File: config.mk
export PLATFORM = sky130hd
export DESIGN_NAME = timer16_waveform_mode_control
export DESIGN_NICKNAME = d
export VERILOG_FILES = /design/src/wave_timer_pkg.sv /design/src/wave_output_unit.sv /design/src/timer16_waveform_mode_control.sv
export SDC_FILE = /design/constraint.sdc
export NUM_CORES = 1
export LEC_CHECK = 0
export BUFFER_PORTS_ARGS = -buffer_cell sky130_fd_sc_hd__buf_2
export CORE_MARGIN = 2
export CORE_UTILIZATION = 41
export CTS_CLUSTER_DIAMETER = 50
export CTS_CLUSTER_SIZE = 14
export DETAILED_ROUTE_END_ITERATION = 10
export PLACE_DENSITY = 0.63
export SLEW_MARGIN = 10
export SYNTH_ARGS = -nofsm -noshare
export SYNTH_HDL_FRONTEND = slang
export SYNTH_SLANG_ARGS = --single-unit
export TNS_END_PERCENT = 100
File: constraint.sdc
create_clock -name ref_clk_i -period 3.6 [get_ports ref_clk_i]
set_input_delay 0.36 -clock ref_clk_i [delete_from_list [all_inputs] [get_ports ref_clk_i]]
set_output_delay 0.36 -clock ref_clk_i [all_outputs]
set_load 0.01 [all_outputs]
File: src/wave_timer_pkg.sv
// constants shared by the waveform timer and its output units
// assumes an 8-bit register port and a 16-bit counter
package wave_timer_pkg;
  localparam int unsigned addr_width = 8;
  localparam int unsigned data_width = 8;
  localparam int unsigned count_width = 16;
  localparam int unsigned chan_count = 2;
  localparam int unsigned chan_a = 0;
  localparam int unsigned chan_b = 1;

  // register byte addresses
  localparam logic [7:0] addr_status = 8'h36;
  localparam logic [7:0] addr_control_a = 8'h80;
  localparam logic [7:0] addr_control_b = 8'h81;
  localparam logic [7:0] addr_count_lo = 8'h84;
  localparam logic [7:0] addr_count_hi = 8'h85;
  localparam logic [7:0] addr_capture_lo = 8'h86;
  localparam logic [7:0] addr_capture_hi = 8'h87;
  localparam logic [7:0] addr_compare_a_lo = 8'h88;
  localparam logic [7:0] addr_compare_a_hi = 8'h89;
  localparam logic [7:0] addr_compare_b_lo = 8'h8a;
  localparam logic [7:0] addr_compare_b_hi = 8'h8b;

  // field positions
  localparam int unsigned pos_action_a = 6;
  localparam int unsigned pos_action_b = 4;
  localparam int unsigned pos_mode_low = 0;
  localparam int unsigned pos_mode_high = 3;
  localparam int unsigned pos_overflow = 0;

  localparam logic [7:0] reset_byte = 8'h00;
  localparam logic [15:0] reset_word = 16'h0000;
  localparam logic [1:0] action_off = 2'h0;
  localparam logic [1:0] action_toggle = 2'h1;

  // counter limits
  localparam logic [15:0] count_bottom = 16'h0000;
  localparam logic [15:0] count_max = 16'hffff;
  localparam logic [15:0] top_8bit = 16'h00ff;
  localparam logic [15:0] top_9bit = 16'h01ff;
  localparam logic [15:0] top_10bit = 16'h03ff;
  localparam logic [15:0] count_step = 16'h0001;

  // waveform modes
  localparam logic [3:0] mode_normal = 4'h0;
  localparam logic [3:0] mode_pc_8 = 4'h1;
  localparam logic [3:0] mode_pc_9 = 4'h2;
  localparam logic [3:0] mode_pc_10 = 4'h3;
  localparam logic [3:0] mode_ctc_cmp = 4'h4;
  localparam logic [3:0] mode_fast_8 = 4'h5;
  localparam logic [3:0] mode_fast_9 = 4'h6;
  localparam logic [3:0] mode_fast_10 = 4'h7;
  localparam logic [3:0] mode_pfc_cap = 4'h8;
  localparam logic [3:0] mode_pfc_cmp = 4'h9;
  localparam logic [3:0] mode_pc_cap = 4'ha;
  localparam logic [3:0] mode_pc_cmp = 4'hb;
  localparam logic [3:0] mode_ctc_cap = 4'hc;
  localparam logic [3:0] mode_reserved = 4'hd;
  localparam logic [3:0] mode_fast_cap = 4'he;
  localparam logic [3:0] mode_fast_cmp = 4'hf;

  typedef enum logic [1:0] {
    class_nonpwm,
    class_fast,
    class_dual
  } mode_class_type;

  typedef enum logic [1:0] {
    update_now,
    update_top,
    update_bottom
  } update_point_type;
endpackage

File: src/wave_output_unit.sv
// one compare channel's waveform output register
// assumes match and top/bottom strobes qualified by the timer tick
`timescale 1ns/1ps
`default_nettype none
module wave_output_unit
  import wave_timer_pkg::*;
(
  input wire logic ref_clk_i,
  input wire logic nrst_i,
  input wire logic ce_i,
  input wire logic tick_i,
  input wire logic [1:0] action_i,
  input wire mode_class_type mode_class_i,
  input wire logic toggle_allowed_i,
  input wire logic match_i,
  input wire logic at_top_i,
  input wire logic counting_down_i,
  input wire logic cmp_eq_top_i,
  input wire logic cmp_eq_bottom_i,
  output logic wave_o
);

  logic next_wave;

  always_comb begin
    next_wave = wave_o;
    case (mode_class_i)
      class_nonpwm: begin
        if (match_i) begin
          case (action_i)
            2'h1: next_wave = ~wave_o;
            2'h2: next_wave = 1'b0;
            2'h3: next_wave = 1'b1;
            default: next_wave = wave_o;
          endcase
        end
      end
      class_fast: begin
        if (action_i == action_toggle) begin
          if (toggle_allowed_i && match_i) begin
            next_wave = ~wave_o;
          end
        end else if (action_i[1]) begin
          if (at_top_i) begin
            next_wave = ~action_i[0];
          end else if (match_i && !cmp_eq_top_i) begin
            next_wave = action_i[0];
          end
        end
      end
      class_dual: begin
        if (action_i == action_toggle) begin
          if (toggle_allowed_i && match_i) begin
            next_wave = ~wave_o;
          end
        end else if (action_i[1]) begin
          if (cmp_eq_bottom_i) begin
            next_wave = action_i[0];
          end else if (cmp_eq_top_i) begin
            next_wave = ~action_i[0];
          end else if (match_i) begin
            next_wave = counting_down_i ? ~action_i[0] : action_i[0];
          end
        end
      end
      default: next_wave = wave_o;
    endcase
  end

  always_ff @(posedge ref_clk_i or negedge nrst_i) begin
    if (!nrst_i) begin
      wave_o <= 1'b0;
    end else if (ce_i && tick_i) begin
      wave_o <= next_wave;
    end
  end

endmodule // wave_output_unit
`default_nettype wire

File: src/timer16_waveform_mode_control.sv
// 16-bit timer waveform generation: mode decode, counter, compare buffers, pin override
// assumes synchronous inputs, tick_i as prescaled count enable, plain 8-bit register port
//
// Operation
// - any set bit in channel A action field hands its pin to wave output A, except code 01 in PWM modes 1 to 3 and 5 to 7
// - any set bit in channel B action field hands its pin to wave output B, except code 01 in any PWM mode
// - pin driver enabled only while the pin direction bit selects output
// - non-PWM: 00 off, 01 toggle, 10 clear, 11 set on match
// - fast PWM code 01 toggles A only in modes 14, 15; B disconnected
// - fast PWM code 10 clears on match sets at top; 11 opposite
// - fast PWM: compare equal top with upper bit set ignores match, keeps top action
// - dual-slope code 01 toggles A only in modes 8 to 11; B disconnected
// - dual-slope code 10 clears on up match, sets on down match; 11 reverse
// - mode formed from low bits 1:0 here and high bits in control B
// - normal, clear-on-match and three PWM kinds; mode 13 reserved
// - modes 0, 4, 12 update compares at once, overflow at maximum
// - phase correct fixed or register tops, update at top, overflow at bottom
// - fast PWM fixed or register tops, update and overflow at top
// - modes 8, 9: top from capture or compare A, update and overflow at bottom
// - high mode bits sit at bits 4:3 of control B
// - dual-slope compare at bottom holds low, at top holds high; inverted opposite
//
// Strobed register access was decided locally.
`timescale 1ns/1ps
`default_nettype none
module timer16_waveform_mode_control
  import wave_timer_pkg::*;
(
  input wire logic ref_clk_i,
  input wire logic nrst_i,
  input wire logic ce_i,
  input wire logic tick_i,
  input wire logic [addr_width-1:0] addr_i,
  input wire logic [data_width-1:0] wdata_i,
  input wire logic wr_i,
  input wire logic rd_i,
  output logic [data_width-1:0] rdata_o,
  input wire logic dir_a_i,
  input wire logic dir_b_i,
  input wire logic port_a_i,
  input wire logic port_b_i,
  output logic pin_a_o,
  output logic pin_a_oe_o,
  output logic pin_b_o,
  output logic pin_b_oe_o,
  output logic wave_out_a_o,
  output logic wave_out_b_o,
  output logic overflow_flag_o
);

  logic [7:0] waveform_control_a;
  logic [1:0] wave_mode_high;
  logic [count_width-1:0] count_value;
  logic [count_width-1:0] capture_value;
  logic [count_width-1:0] cmp_buf [chan_count];
  logic [count_width-1:0] cmp_act [chan_count];
  logic counting_down;
  logic block_match;
  logic overflow_flag;

  logic [3:0] wave_mode_sel;
  logic [1:0] chan_a_output_action;
  logic [1:0] chan_b_output_action;
  logic [1:0] action [chan_count];
  logic [count_width-1:0] top_value;
  mode_class_type mode_class;
  update_point_type update_point;
  logic pfc_mode;
  logic toggle_ok;
  logic step;
  logic at_top;
  logic at_bottom;
  logic at_max;
  logic overflow_event;
  logic buffer_load;
  logic [count_width-1:0] next_count;
  logic next_down;
  logic [chan_count-1:0] wave;
  logic [chan_count-1:0] connect;
  logic [chan_count-1:0] dir;
  logic [chan_count-1:0] port_val;
  logic [chan_count-1:0] pin_q;
  logic [chan_count-1:0] oe_q;
  logic wr_status;

  assign wave_mode_sel = {wave_mode_high, waveform_control_a[pos_mode_low +: 2]};
  assign chan_a_output_action = waveform_control_a[pos_action_a +: 2];
  assign chan_b_output_action = waveform_control_a[pos_action_b +: 2];
  assign action[chan_a] = chan_a_output_action;
  assign action[chan_b] = chan_b_output_action;
  assign step = ce_i && tick_i;
  assign dir = {dir_b_i, dir_a_i};
  assign port_val = {port_b_i, port_a_i};

  // mode decode: top source, waveform class, compare update point
  always_comb begin
    top_value = count_max;
    mode_class = class_nonpwm;
    update_point = update_now;
    pfc_mode = 1'b0;
    toggle_ok = 1'b0;
    case (wave_mode_sel)
      mode_normal: begin
        top_value = count_max;
      end
      mode_ctc_cmp: begin
        top_value = cmp_act[chan_a];
      end
      mode_ctc_cap: begin
        top_value = capture_value;
      end
      mode_pc_8, mode_pc_9, mode_pc_10, mode_pc_cap, mode_pc_cmp: begin
        mode_class = class_dual;
        update_point = update_top;
        case (wave_mode_sel)
          mode_pc_8: top_value = top_8bit;
          mode_pc_9: top_value = top_9bit;
          mode_pc_10: top_value = top_10bit;
          mode_pc_cap: top_value = capture_value;
          default: top_value = cmp_act[chan_a];
        endcase
        toggle_ok = (wave_mode_sel == mode_pc_cap) || (wave_mode_sel == mode_pc_cmp);
      end
      mode_pfc_cap, mode_pfc_cmp: begin
        mode_class = class_dual;
        update_point = update_bottom;
        pfc_mode = 1'b1;
        toggle_ok = 1'b1;
        top_value = (wave_mode_sel == mode_pfc_cap) ? capture_value : cmp_act[chan_a];
      end
      mode_fast_8, mode_fast_9, mode_fast_10, mode_fast_cap, mode_fast_cmp: begin
        mode_class = class_fast;
        update_point = update_top;
        case (wave_mode_sel)
          mode_fast_8: top_value = top_8bit;
          mode_fast_9: top_value = top_9bit;
          mode_fast_10: top_value = top_10bit;
          mode_fast_cap: top_value = capture_value;
          default: top_value = cmp_act[chan_a];
        endcase
        toggle_ok = (wave_mode_sel == mode_fast_cap) || (wave_mode_sel == mode_fast_cmp);
      end
      mode_reserved: begin
        top_value = count_max;
      end
      default: begin
        top_value = count_max;
      end
    endcase
  end

  assign at_top = (count_value == top_value);
  assign at_bottom = (count_value == count_bottom);
  assign at_max = (count_value == count_max);

  // overflow points per mode class, buffer load points per update point
  always_comb begin
    case (mode_class)
      class_fast: overflow_event = at_top;
      class_dual: overflow_event = at_bottom && counting_down;
      default: overflow_event = at_max;
    endcase
    case (update_point)
      update_top: buffer_load = at_top;
      update_bottom: buffer_load = at_bottom && counting_down;
      default: buffer_load = 1'b1;
    endcase
  end

  // counting sequence
  always_comb begin
    next_count = count_value;
    next_down = counting_down;
    if (mode_class == class_dual) begin
      if (!counting_down) begin
        if (at_top) begin
          next_down = 1'b1;
          next_count = count_value - count_step;
        end else begin
          next_count = count_value + count_step;
        end
      end else begin
        if (at_bottom) begin
          next_down = 1'b0;
          next_count = count_value + count_step;
        end else begin
          next_count = count_value - count_step;
        end
      end
    end else begin
      next_down = 1'b0;
      next_count = at_top ? count_bottom : count_value + count_step;
    end
  end

  always_ff @(posedge ref_clk_i or negedge nrst_i) begin
    if (!nrst_i) begin
      count_value <= reset_word;
      counting_down <= 1'b0;
      block_match <= 1'b0;
    end else if (ce_i) begin
      if (wr_i && addr_i == addr_count_lo) begin
        count_value[7:0] <= wdata_i;
        block_match <= 1'b1;
      end else if (wr_i && addr_i == addr_count_hi) begin
        count_value[15:8] <= wdata_i;
        block_match <= 1'b1;
      end else if (tick_i) begin
        count_value <= next_count;
        counting_down <= next_down;
        block_match <= 1'b0;
      end
    end
  end

  // control registers
  always_ff @(posedge ref_clk_i or negedge nrst_i) begin
    if (!nrst_i) begin
      waveform_control_a <= reset_byte;
      wave_mode_high <= 2'h0;
    end else if (ce_i && wr_i) begin
      if (addr_i == addr_control_a) begin
        waveform_control_a <= {wdata_i[7:4], 2'h0, wdata_i[1:0]};
      end
      if (addr_i == addr_control_b) begin
        wave_mode_high <= wdata_i[pos_mode_high +: 2];
      end
    end
  end

  always_ff @(posedge ref_clk_i or negedge nrst_i) begin
    if (!nrst_i) begin
      capture_value <= reset_word;
    end else if (ce_i && wr_i) begin
      if (addr_i == addr_capture_lo) begin
        capture_value[7:0] <= wdata_i;
      end
      if (addr_i == addr_capture_hi) begin
        capture_value[15:8] <= wdata_i;
      end
    end
  end

  // overflow flag: write one clears, a set in the same cycle wins
  assign wr_status = ce_i && wr_i && (addr_i == addr_status) && wdata_i[pos_overflow];

  always_ff @(posedge ref_clk_i or negedge nrst_i) begin
    if (!nrst_i) begin
      overflow_flag <= 1'b0;
    end else if (ce_i) begin
      if (step && overflow_event) begin
        overflow_flag <= 1'b1;
      end else if (wr_status) begin
        overflow_flag <= 1'b0;
      end
    end
  end

  // per-channel compare buffers, output units and pin override
  genvar ch;
  generate
    for (ch = 0; ch < chan_count; ch++) begin : g_chan
      localparam logic [7:0] addr_lo = (ch == chan_a) ? addr_compare_a_lo : addr_compare_b_lo;
      localparam logic [7:0] addr_hi = (ch == chan_a) ? addr_compare_a_hi : addr_compare_b_hi;
      logic match;
      logic tog;

      always_ff @(posedge ref_clk_i or negedge nrst_i) begin
        if (!nrst_i) begin
          cmp_buf[ch] <= reset_word;
        end else if (ce_i && wr_i) begin
          if (addr_i == addr_lo) begin
            cmp_buf[ch][7:0] <= wdata_i;
          end
          if (addr_i == addr_hi) begin
            cmp_buf[ch][15:8] <= wdata_i;
          end
        end
      end

      always_ff @(posedge ref_clk_i or negedge nrst_i) begin
        if (!nrst_i) begin
          cmp_act[ch] <= reset_word;
        end else if (ce_i) begin
          if (update_point == update_now) begin
            cmp_act[ch] <= cmp_buf[ch];
          end else if (tick_i && buffer_load) begin
            cmp_act[ch] <= cmp_buf[ch];
          end
        end
      end

      assign match = (count_value == cmp_act[ch]) && !block_match;
      assign tog = toggle_ok && (ch == chan_a);

      wave_output_unit u_out (
        .ref_clk_i(ref_clk_i),
        .nrst_i(nrst_i),
        .ce_i(ce_i),
        .tick_i(tick_i),
        .action_i(action[ch]),
        .mode_class_i(mode_class),
        .toggle_allowed_i(tog),
        .match_i(match),
        .at_top_i(at_top),
        .counting_down_i(counting_down),
        .cmp_eq_top_i(cmp_act[ch] == top_value),
        .cmp_eq_bottom_i(cmp_act[ch] == count_bottom),
        .wave_o(wave[ch])
      );

      // code 01 outside its toggle modes leaves the pin to the port
      assign connect[ch] = (action[ch] != action_off) &&
                           !(mode_class != class_nonpwm && action[ch] == action_toggle && !tog);

      always_ff @(posedge ref_clk_i or negedge nrst_i) begin
        if (!nrst_i) begin
          pin_q[ch] <= 1'b0;
          oe_q[ch] <= 1'b0;
        end else if (ce_i) begin
          pin_q[ch] <= connect[ch] ? wave[ch] : port_val[ch];
          oe_q[ch] <= dir[ch];
        end
      end
    end
  endgenerate

  assign pin_a_o = pin_q[chan_a];
  assign pin_b_o = pin_q[chan_b];
  assign pin_a_oe_o = oe_q[chan_a];
  assign pin_b_oe_o = oe_q[chan_b];
  assign wave_out_a_o = wave[chan_a];
  assign wave_out_b_o = wave[chan_b];
  assign overflow_flag_o = overflow_flag;

  // read port, data one cycle after the strobe, zero elsewhere
  always_ff @(posedge ref_clk_i or negedge nrst_i) begin
    if (!nrst_i) begin
      rdata_o <= reset_byte;
    end else if (ce_i) begin
      rdata_o <= reset_byte;
      if (rd_i) begin
        case (addr_i)
          addr_status: rdata_o <= {7'h00, overflow_flag};
          addr_control_a: rdata_o <= waveform_control_a;
          addr_control_b: rdata_o <= {3'h0, wave_mode_high, 3'h0};
          addr_count_lo: rdata_o <= count_value[7:0];
          addr_count_hi: rdata_o <= count_value[15:8];
          addr_capture_lo: rdata_o <= capture_value[7:0];
          addr_capture_hi: rdata_o <= capture_value[15:8];
          addr_compare_a_lo: rdata_o <= cmp_buf[chan_a][7:0];
          addr_compare_a_hi: rdata_o <= cmp_buf[chan_a][15:8];
          addr_compare_b_lo: rdata_o <= cmp_buf[chan_b][7:0];
          addr_compare_b_hi: rdata_o <= cmp_buf[chan_b][15:8];
          default: rdata_o <= reset_byte;
        endcase
      end
    end
  end

endmodule // timer16_waveform_mode_control
`default_nettype wire

### Word-level counts from Yosys, hierarchy flattened

Cells that the tools add are included.

| word-level totals | value |
|---|---|
| register bits after elaboration | 121 |
| output and inout bits | 15 |
| word-level logic and storage cells | 213 |
| input bits | 26 |

| cells by class | value |
|---|---|
| equal/unequal tests | 57 |
| reduce and logical (&&, ||, !) cells | 64 |
| bitwise gates (word level) | 6 |
| multiplexer cells | 62 |
| add/sub/neg operators | 2 |

Operator list:

| cell | count |
|---|---|
| two-way mux 16 bit | 11 |
| one-hot mux 16 bit (4 select lines) | 2 |
| one-hot mux 16 bit (6 select lines) | 1 |
| one-hot mux 8 bit (11 select lines) | 1 |
| equality test 16 bit | 5 |
| equality test 8 bit (second input constant) | 10 |
| logical NOT 16 bit | 3 |
| two-way mux 1 bit | 34 |
| equality test 4 bit (second input constant) | 8 |
| two-way mux 8 bit | 4 |
| AND reduction 2 bit | 11 |
| logical AND 1 bit | 19 |
| adder 16 x 1 -> 16 bit (second input constant) | 1 |
| equality test 16 bit (second input constant) | 1 |
| equality test 4 x 3 -> 1 bit (second input constant) | 4 |
| subtractor 16 x 1 -> 16 bit (second input constant) | 1 |
| one-hot mux 1 bit (3 select lines) | 5 |
| nonzero test 2 bit | 7 |
| equality test 2 bit (second input constant) | 6 |
| inequality test 2 bit (second input constant) | 5 |
| AND reduction 10 bit | 1 |
| OR reduction 10 bit | 1 |
| OR reduction 5 bit | 2 |
| equality test 2 x 1 -> 1 bit (second input constant) | 4 |
| other kinds (24) | 44 |

### Logic depth before layout (Yosys ltp)

Gate-level depths: netlist (run 1).

| depth | value |
|---|---|
| depth in word-level cells | 11 |
| mapped depth | 13 |
| mapped depth without buffers | 11 |

### Cells and area by module

From an unflattened synthesis (run 1), not the netlist that was laid out.

| unflattened totals | value |
|---|---|
| cells, all modules | 969 |
| area total of the unflattened synthesis | 8994.9 um^2 |

Modules (own cells, without submodules):

| module | seq. area each (um^2) | cells each | instances | area an instance (um^2) |
|---|---|---|---|---|
| timer16_waveform_mode_control | 2977.9 | 899 | 1 | 8439.3 |
| wave_output_unit | 25.0 | 35 | 2 | 277.8 |

### Worst setup path after synthesis (run 1)

Ideal clock, no wire load.

| timing path | value |
|---|---|
| path kind | reg2reg |
| start point | register waveform_control_a[1] |
| end point | register cmp_act[16] (netlist bit) |
| cell stages (with the launch flop) | 12 |
| setup time | 0.128 ns |
| clock period less this slack | 2.761 ns |
| slack | 0.839 ns |
| required time | 3.472 ns |
| data arrival time | 2.633 ns |
| path buffers | 2 |
| cells stage by stage | dfrtp_1 -> buf_6 -> or3_4 -> a32o_1 -> and3_4 -> nor4_4 -> and4_4 -> nand3_1 -> a21oi_1 -> o21ai_2 -> buf_6 -> mux2_1 |

| between the ends | value |
|---|---|
| cells in the longest elaborated chain, start to end | 8 |
| elaborated cells between the ends (all ways) | 35 |
| classes of those cells | eq/ne: 18; mux: 7; reduce/logical: 10 |

RTL lines:

| element | RTL line | RTL |
|---|---|---|
| start, declared | timer16_waveform_mode_control.sv:51 | `logic [7:0] waveform_control_a;` |
| start signal, assigned | timer16_waveform_mode_control.sv:219 | `waveform_control_a <= reset_byte;` |
| start signal, assigned | timer16_waveform_mode_control.sv:223 | `waveform_control_a <= {wdata_i[7:4], 2'h0, wdata_i[1:0]};` |
| equality test 4 bit, or another cell as far along | timer16_waveform_mode_control.sv:102, timer16_waveform_mode_control.sv:134 |  |
| one-hot mux 16 bit (4 select lines), or another cell as far along | timer16_waveform_mode_control.sv:134 | `case (wave_mode_sel)` |
| one-hot mux 16 bit (6 select lines) or one-hot mux 2 bit (2 select lines) (tied branches) | timer16_waveform_mode_control.sv:102 | `case (wave_mode_sel)` |
| equality test 16 bit, or another cell as far along | timer16_waveform_mode_control.sv:152 | `assign at_top = (count_value == top_value);` |
| one-hot mux 1 bit (2 select lines) | timer16_waveform_mode_control.sv:163 | `case (update_point)` |
| logical AND 1 bit | timer16_waveform_mode_control.sv:287 | `end else if (tick_i && buffer_load) begin` |
| nonzero test 2 bit (no line) | - |  |
| AND reduction 2 bit (no line) | - |  |
| end signal, assigned by index | timer16_waveform_mode_control.sv:283 | `cmp_act[ch] <= reset_word;` |
| end signal, assigned by index | timer16_waveform_mode_control.sv:286 | `cmp_act[ch] <= cmp_buf[ch];` |
| end signal, assigned by index | timer16_waveform_mode_control.sv:288 | `cmp_act[ch] <= cmp_buf[ch];` |
| end, declared | timer16_waveform_mode_control.sv:56 | `logic [count_width-1:0] cmp_act [chan_count];` |

Several ways; a longest one is shown, not always the timed one.
A chain may end at the register's enable or synchronous reset.

### Worst setup path after layout (run 1)

| timing path | value |
|---|---|
| start point | register wave_mode_high[0] |
| end point | register g_chan[1].u_out.wave_o |

| between the ends | value |
|---|---|
| cells in the longest elaborated chain, start to end | 9 |
| elaborated cells between the ends (all ways) | 51 |
| classes of those cells | eq/ne: 27; mux: 13; reduce/logical: 11 |

RTL lines:

| element | RTL line | RTL |
|---|---|---|
| start, declared | timer16_waveform_mode_control.sv:52 | `logic [1:0] wave_mode_high;` |
| start signal, assigned | timer16_waveform_mode_control.sv:226 | `wave_mode_high <= wdata_i[pos_mode_high +: 2];` |
| equality test 4 bit, or another cell as far along | timer16_waveform_mode_control.sv:102, timer16_waveform_mode_control.sv:134 |  |
| one-hot mux 16 bit (4 select lines), or another cell as far along | timer16_waveform_mode_control.sv:134 |  |
| one-hot mux 16 bit (6 select lines) | timer16_waveform_mode_control.sv:102 |  |
| equality test 16 bit | timer16_waveform_mode_control.sv:307 | `.cmp_eq_top_i(cmp_act[ch] == top_value),` |
| two-way mux 1 bit | wave_output_unit.sv:59 | `end else if (cmp_eq_top_i) begin` |
| two-way mux 1 bit | wave_output_unit.sv:57 | `if (cmp_eq_bottom_i) begin` |
| two-way mux 1 bit | wave_output_unit.sv:56 | `end else if (action_i[1]) begin` |
| two-way mux 1 bit | wave_output_unit.sv:52 | `if (action_i == action_toggle) begin` |
| one-hot mux 1 bit (3 select lines) | wave_output_unit.sv:27 | `case (mode_class_i)` |
| end signal, assigned | wave_output_unit.sv:74 | `wave_o <= next_wave;` |
| end, declared | wave_output_unit.sv:20 | `output logic wave_o` |

Several ways; a longest one is shown, not always the timed one. The select of a mux whose other input is x is not followed.

==> results of run 1 <==
-- flip-flops by register name, summed over array words and instances (netlist names), 2 cells and up --
name	cells
capture_value	16
cmp_act	32
cmp_buf	32
count_value	16
g_chan.u_out.wave_o	2
rdata_o	8
wave_mode_high	2
waveform_control_a	6
-- path summary, 6_finish.rpt --
kind,start,to,slack [ns],depth (start not counted)
worst max-delay path,wave_mode_high[0],g_chan[1].u_out.wave_o,0.18,10
worst min-delay path,nrst_i,count_value[9],0.03,1
worst max register to register,wave_mode_high[0],g_chan[1].u_out.wave_o,0.18,10
worst min register to register,pin_b_oe_o,pin_b_oe_o,0.50,1
max in group asynchronous,nrst_i,rdata_o[0],2.75,2
min in group ref_clk_i,dir_b_i,pin_b_oe_o,0.18,2
-- cells in the mapped netlist (7+ instances only) --
cell / instances / area, sq um
a211oi_1: 7 / 52.6
a21oi_1: 39 / 195
a221oi_1: 9 / 78.8
a222oi_1: 7 / 70.1
a31oi_1: 15 / 93.8
and2_1: 10 / 62.6
and3_1: 15 / 93.8
buf_2: 14 / 70.1
buf_6: 7 / 78.8
clkbuf_1: 42 / 158
dfrtp_1: 121 / 3030
ha_1: 10 / 125
inv_1: 39 / 146
mux2_1: 30 / 338
mux2_2: 60 / 676
mux4_2: 14 / 315
nand2_1: 52 / 195
nand2b_1: 18 / 113
nand3_1: 16 / 80.1
nand4_1: 11 / 68.8
nor2_1: 43 / 161
nor2b_1: 16 / 100
nor3_1: 32 / 160
nor4_1: 19 / 119
o21a_1: 8 / 60.1
o21ai_0: 49 / 245
o221ai_1: 9 / 78.8
o22ai_1: 11 / 68.8
o31ai_1: 7 / 52.6
or3_1: 9 / 56.3
xnor2_1: 21 / 184
xor2_1: 29 / 254
-- routing by layer --
metal,wire length (microns),part of all wire (%)
met5,0,0
met4,1380,4.3
met3,2960,9.3
met2,14300,45
met1,13300,42
-- cell families after synthesis --
logic type / Yosys count / synth area share (%)
AOI/OAI and AO/OA: 242 / 19.6
xor gates and xnor gates: 50 / 4.90
adders and majority gates: 10 / 1.40
buffers and inverters: 112 / 5.69
DFF: 121 / 33.9
muxes: 110 / 15.7
and+or+nand+nor: 287 / 18.9
-- what timing repair did --
item	in CTS	in global routing
resized for setup	0	4
hold buffers	0	0
endpoints found under the setup margin	0	2
setup buffers	0	1
-- layout by cell type, fill, tap and decap left out, drive strengths merged, types with 10 or more instances in the layout --
master / instances
mux2: 90
a21oi: 41
or3: 10
buf: 85
a31oi: 15
o21ai: 56
dfrtp: 121
and3: 16
nor2: 43
nand3: 16
nor3: 33
xor2: 29
clkbuf: 17
and2: 10
nand2: 53
ha: 10
inv: 48
mux4: 14
nor2b: 17
xnor2: 21
o22ai: 11
nor4: 21
nand4: 12
nand2b: 18
-- per-stage QoR --
stage / hold slack [ns] / utilization [%] / worst slack, ns / total power, uW
floorplan: 0.0644 / - / 0.839 / 2370
global placement: 0.484 / 43.9 / 0.208 / 2790
detailed placement: 0.490 / 43.9 / 0.217 / 2800
CTS: 0.0498 / 46.7 / 0.146 / 4590
global route: 0.0913 / 46.9 / 0.00990 / 4770
finish: 0.0260 / 46.9 / 0.181 / 4600
-- area by class of cell --
class | count | share of cell area (%)
Multi-Input combinational cell | 699 | 53.5
Clock inverter | 15 | 1.73
Sequential cell | 121 | 29.9
Clock buffer | 17 | 4.20
Tap cell | 280 | 3.46
Timing Repair Buffer | 85 | 5.83
Inverter | 39 | 1.44
-- power breakdown --
part / total [uW] / internal (uW) / switching (uW)
Sequential: 1680 / 1440 / 237
Combinational: 1130 / 486 / 645
Clock: 1790 / 1050 / 739
Total: 4600 / 2980 / 1620
==> run summary, run 1 <==
first-pass GRT wire length - 48200 microns
largest net degree at the start of global routing - 57
syn_nets - 968
worst path required time - 3.93 ns
Cell Pwr Density - 454 nW/um^2
height of the die - 152 microns
Die W - 152 microns
post-DP HPWL - 23400 microns
maximum vdd drop - 0.000314 V
clock-pin slew on the worst setup and hold paths - 0.07 ns
clock sink total - 121
share of flip-flops with an asynchronous set or reset - 100%
Post-Syn Area - 8940 sq um
TritonRoute pass-1 iters - 6
CORE AREA - 21600 sq um
DP Cell Count - 1223
total gr overflow - 0
I/O pins - 41
Top Usage Layer GRT - met2
Tcrit/Tclk final - 95.0%
Buf+Inv Stages, Crit Path - 1
Non-Filler Instances - 1256
# nets final - 999
CP max stage cell - a2111oi_1
Avg Vias per Cell - 6.46
Distinct cells, synth - 98
Min-Delay Path Class - in -> async
final hold vios - 0
element type at the critical path end - register
cell count after synthesis - 932
CTS tree - done
crit-path max FO - 23
Num CTS Buffers - 17
Max Clock Freq - 0.292 GHz
fin. max-slew vios - 0
PortBufs - 40
average cell area after synthesis - 9.60 sq um
MaxCap Viol Count - 0
setup TNS - 0 ns
area of the multi-input gates - 5420 sq um
Initial Util - 41.4%
row count - 54
DR vias - 8118
EDFF count, synth - 0
Worst Path Arrival - 3.75 ns
Clk Latency, worst-skew pair - 0.42 ns
GR Util met3 - 6.41%
CP delay by family, top - simple AND/OR/NAND/NOR gates
placed inst area - 9500 sq um
H-Tree Depth - 4
Synth Warn # - 0
antenna violations before repair - 0
CP peak stage delay - 0.52 ns
kind of critical path - reg -> reg
Antenna Nets Post-Route - 0
worst path cell trace - buf_4, or2b_4, a31oi_2, or3_1, a2111oi_1, nor4b_2, a31oi_1, or4_1, o2111a_1, mux2i_1
FF+latch count, synth - 121
ANT cells - 0
Placer Congestion - 1.00
routed len/inst - 25.4 microns
Lkg Pwr - 0.00446 uW
routed wire length - 31900 microns
status - finished, final reports clean
worst slew pin tran - 0.868 ns
Area growth, synth to finish - 13.3%
clock skew - 0.0162 ns
max_slew headroom - 42.1%
RSZ-0062 raised after global routing - false
Synth Flop Type - dfrtp_1
global-route met1 utilization - 38.8%
met2 GRT Util - 43.4%
Design Area, Final - 10100 sq um
die area - 23000 sq um
# setup viols final - 0
Reg area - 3030 sq um
gr usage total - 28.4%
Root Driver - clkbuf_16
Starting DRT DRC Count - 810
Max Buffers Root-to-Sink - 2
filler cell count - 2038
Tmin final - 3.42 ns
post-synthesis sequential area ratio - 33.9%
Critical Path Start Type - register
DRC viols - 0
vias in the first global route - 7714
fraction of layout instances using a drive strength above 1 - 24.2%
Power figures use the tool's default switching activity.
==> run 2, diff against run 1 <==
- RECOVER_POWER: unset -> 50
- REMOVE_ABC_BUFFERS: unset -> 1
==> run summary, run 2 (synthesis gave the netlist of run 1 again) <==
crit-path max FO - 32 (was 23)
Avg Vias per Cell - 6.49 (was 6.46)
Lkg Pwr - 0.00439 uW (was 0.00446 uW)
Antenna Nets Post-Route - 0 (unchanged)
pre-CTS setup slack - 0.123 ns (was 0.217 ns)
MaxCap Viol Count - 1 (was 0)
I/O pins - 41 (unchanged)
Initial Util - 41.4% (unchanged)
clock sink total - 121 (unchanged)
Num CTS Buffers - 17 (unchanged)
routed len/inst - 25.6 microns (was 25.4 microns)
Buf+Inv Stages, Crit Path - 3 (was 1)
CP delay by family, top - simple AND/OR/NAND/NOR gates (unchanged)
PnR worst setup slack - 0.152 ns (was 0.181 ns)
Non-Filler Instances - 1257 (was 1256)
most frequent cells in the layout - 120 x dfrtp_1, 60 x mux2_2, 52 x nand2_1 (unchanged)
Min-Delay Path Class - in -> reg (was in -> async)
Tmin final - 3.45 ns (was 3.42 ns)
Max Buffers Root-to-Sink - 2 (unchanged)
Max Clock Freq - 0.290 GHz (was 0.292 GHz)
commonest non-fill, non-tap cell in the layout - dfrtp_1 (unchanged)
final hold vios - 0 (unchanged)
biggest regs - cmp_act x32, cmp_buf x32 (unchanged)
fin. max-slew vios - 40 (was 0)
row count - 54 (unchanged)
maximum vdd drop - 0.000289 V (was 0.000314 V)
PortBufs - 40 (unchanged)
height of the die - 152 microns (unchanged)
die area - 23000 sq um (unchanged)
antenna violations before repair - 1 (was 0)
failing checks - capacitance limit, slew limit
# setup viols final - 0 (unchanged)
post-DP HPWL - 23100 microns (was 23400 microns)
DR vias - 8153 (was 8118)
Area growth, synth to finish - 13.0% (was 13.3%)
DRC viols - 0 (unchanged)
Tcrit/Tclk final - 95.8% (was 95.0%)
routed wire length - 32200 microns (was 31900 microns)
Die W - 152 microns (unchanged)
vias in the first global route - 7623 (was 7714)
gr usage total - 28.6% (was 28.4%)
CP max stage cell - or4b_1 (was a2111oi_1)
Starting DRT DRC Count - 859 (was 810)
worst slew pin tran - 2.35 ns (was 0.868 ns)
Critical Path Start Type - register (unchanged)
CORE AREA - 21600 sq um (unchanged)
# nets final - 1000 (was 999)
CTS tree - done (unchanged)
kind of critical path - reg -> reg (unchanged)
Root Driver - clkbuf_16 (unchanged)
RSZ-0062 raised after global routing - false (unchanged)
first-pass GRT wire length - 48300 microns (was 48200 microns)
fraction of layout instances using a drive strength above 1 - 22.2% (was 24.2%)
max_slew headroom - -56.4% (was 42.1%)
status - finished with violations (was finished, final reports clean)
CP peak stage delay - 0.51 ns (was 0.52 ns)
H-Tree Depth - 4 (unchanged)
worst path cell trace - buf_4, or4b_1, a21oi_1, o32ai_1, nor4_2, buf_4, and3_1, nand3_1, a21oi_1, o21ai_2, buf_12, mux2_1 (was buf_4, or2b_4, a31oi_2, or3_1, a2111oi_1, nor4b_2, a31oi_1, or4_1, o2111a_1, mux2i_1)
Clk Latency, worst-skew pair - 0.43 ns (was 0.42 ns)
worst path required time - 3.90 ns (was 3.93 ns)
clock-pin slew on the worst setup and hold paths - 0.06 ns (was 0.07 ns)
Cell Pwr Density - 457 nW/um^2 (was 454 nW/um^2)
Worst Path Arrival - 3.75 ns (about the same)
TritonRoute pass-1 iters - 7 (was 6)
WHS - 0.171 ns (was 0.0260 ns)
Placer Congestion - 0.988 (was 1.00)
largest net degree at the start of global routing - 84 (was 57)
DP Cell Count - 1220 (was 1223)
element type at the critical path end - register (unchanged)
total gr overflow - 0 (unchanged)
Total Power - 4620 uW (was 4600 uW)
clock skew - 0.0127 ns (was 0.0162 ns)
-- run 2: changes by cell type in the layout (fill, tap and decap cells not counted), moves of 2 or more --
cell        previous run  this run
clkbuf_1               0        17
buf_2                 39        24
clkinvlp_4             0         3
inv_6                  7         3
buf_12                 4         2
inv_8                  2         0
-- run 2: area by class of cell --
type                            count  area [sq um]
Clock buffer                       18           429
Clock inverter                     13           170
Antenna cell                        1          2.50
Inverter                           39           146
Multi-Input combinational cell    699          5420
Timing Repair Buffer               86           557
Tap cell                          280           350
Sequential cell                   121          3030
Fill cell                        2071         11500
-- run 2: where the power goes --
part / internal, uW / switching, uW / total [uW]
logic: 485 / 670 / 1160
registers: 1450 / 223 / 1670
clock network: 1090 / 699 / 1790
-- run 2: through the flow --
stage	TNS, ns	utilization, %	cell area [sq um]
after detailed placement	0	43.8	9470
after CTS	0	46.6	10100
after floorplan	-4.40	-	8580
after global placement	0	43.8	9470
after global routing	0	46.7	10100
final	0	46.7	10100
-- run 2: worst paths after layout --
path | cells past startpoint | endpoint | from | slack [ns]
max | 12 | cmp_act[21] | waveform_control_a[1] | 0.15
min in group asynchronous | 2 | count_value[11] | nrst_i | 1.17
min | 2 | pin_a_oe_o | dir_a_i | 0.17
min reg2reg | 1 | cmp_act[31] | cmp_buf[31] | 0.50
max in group asynchronous | 3 | waveform_control_a[0] | nrst_i | 0.70
max reg2reg | 12 | cmp_act[21] | waveform_control_a[1] | 0.15
-- run 2: repair_timing --
action,CTS,global route
buffers inserted,0,4
endpoints found under the setup margin,0,42
hold buffers,1,0
resized for setup,0,4
hold endpoints to repair,38,0
-- run 2: metal layers --
metal / GRT usage, % / vias to the layer above / wire length (microns)
met3: 7.10 / 104 / 3000
met2: 44.8 / 440 / 14600
met1: 38.3 / 4044 / 13200
met5: 0 / - / 0
met4: 11.0 / 0 / 1400
li1: - / 3565 / -
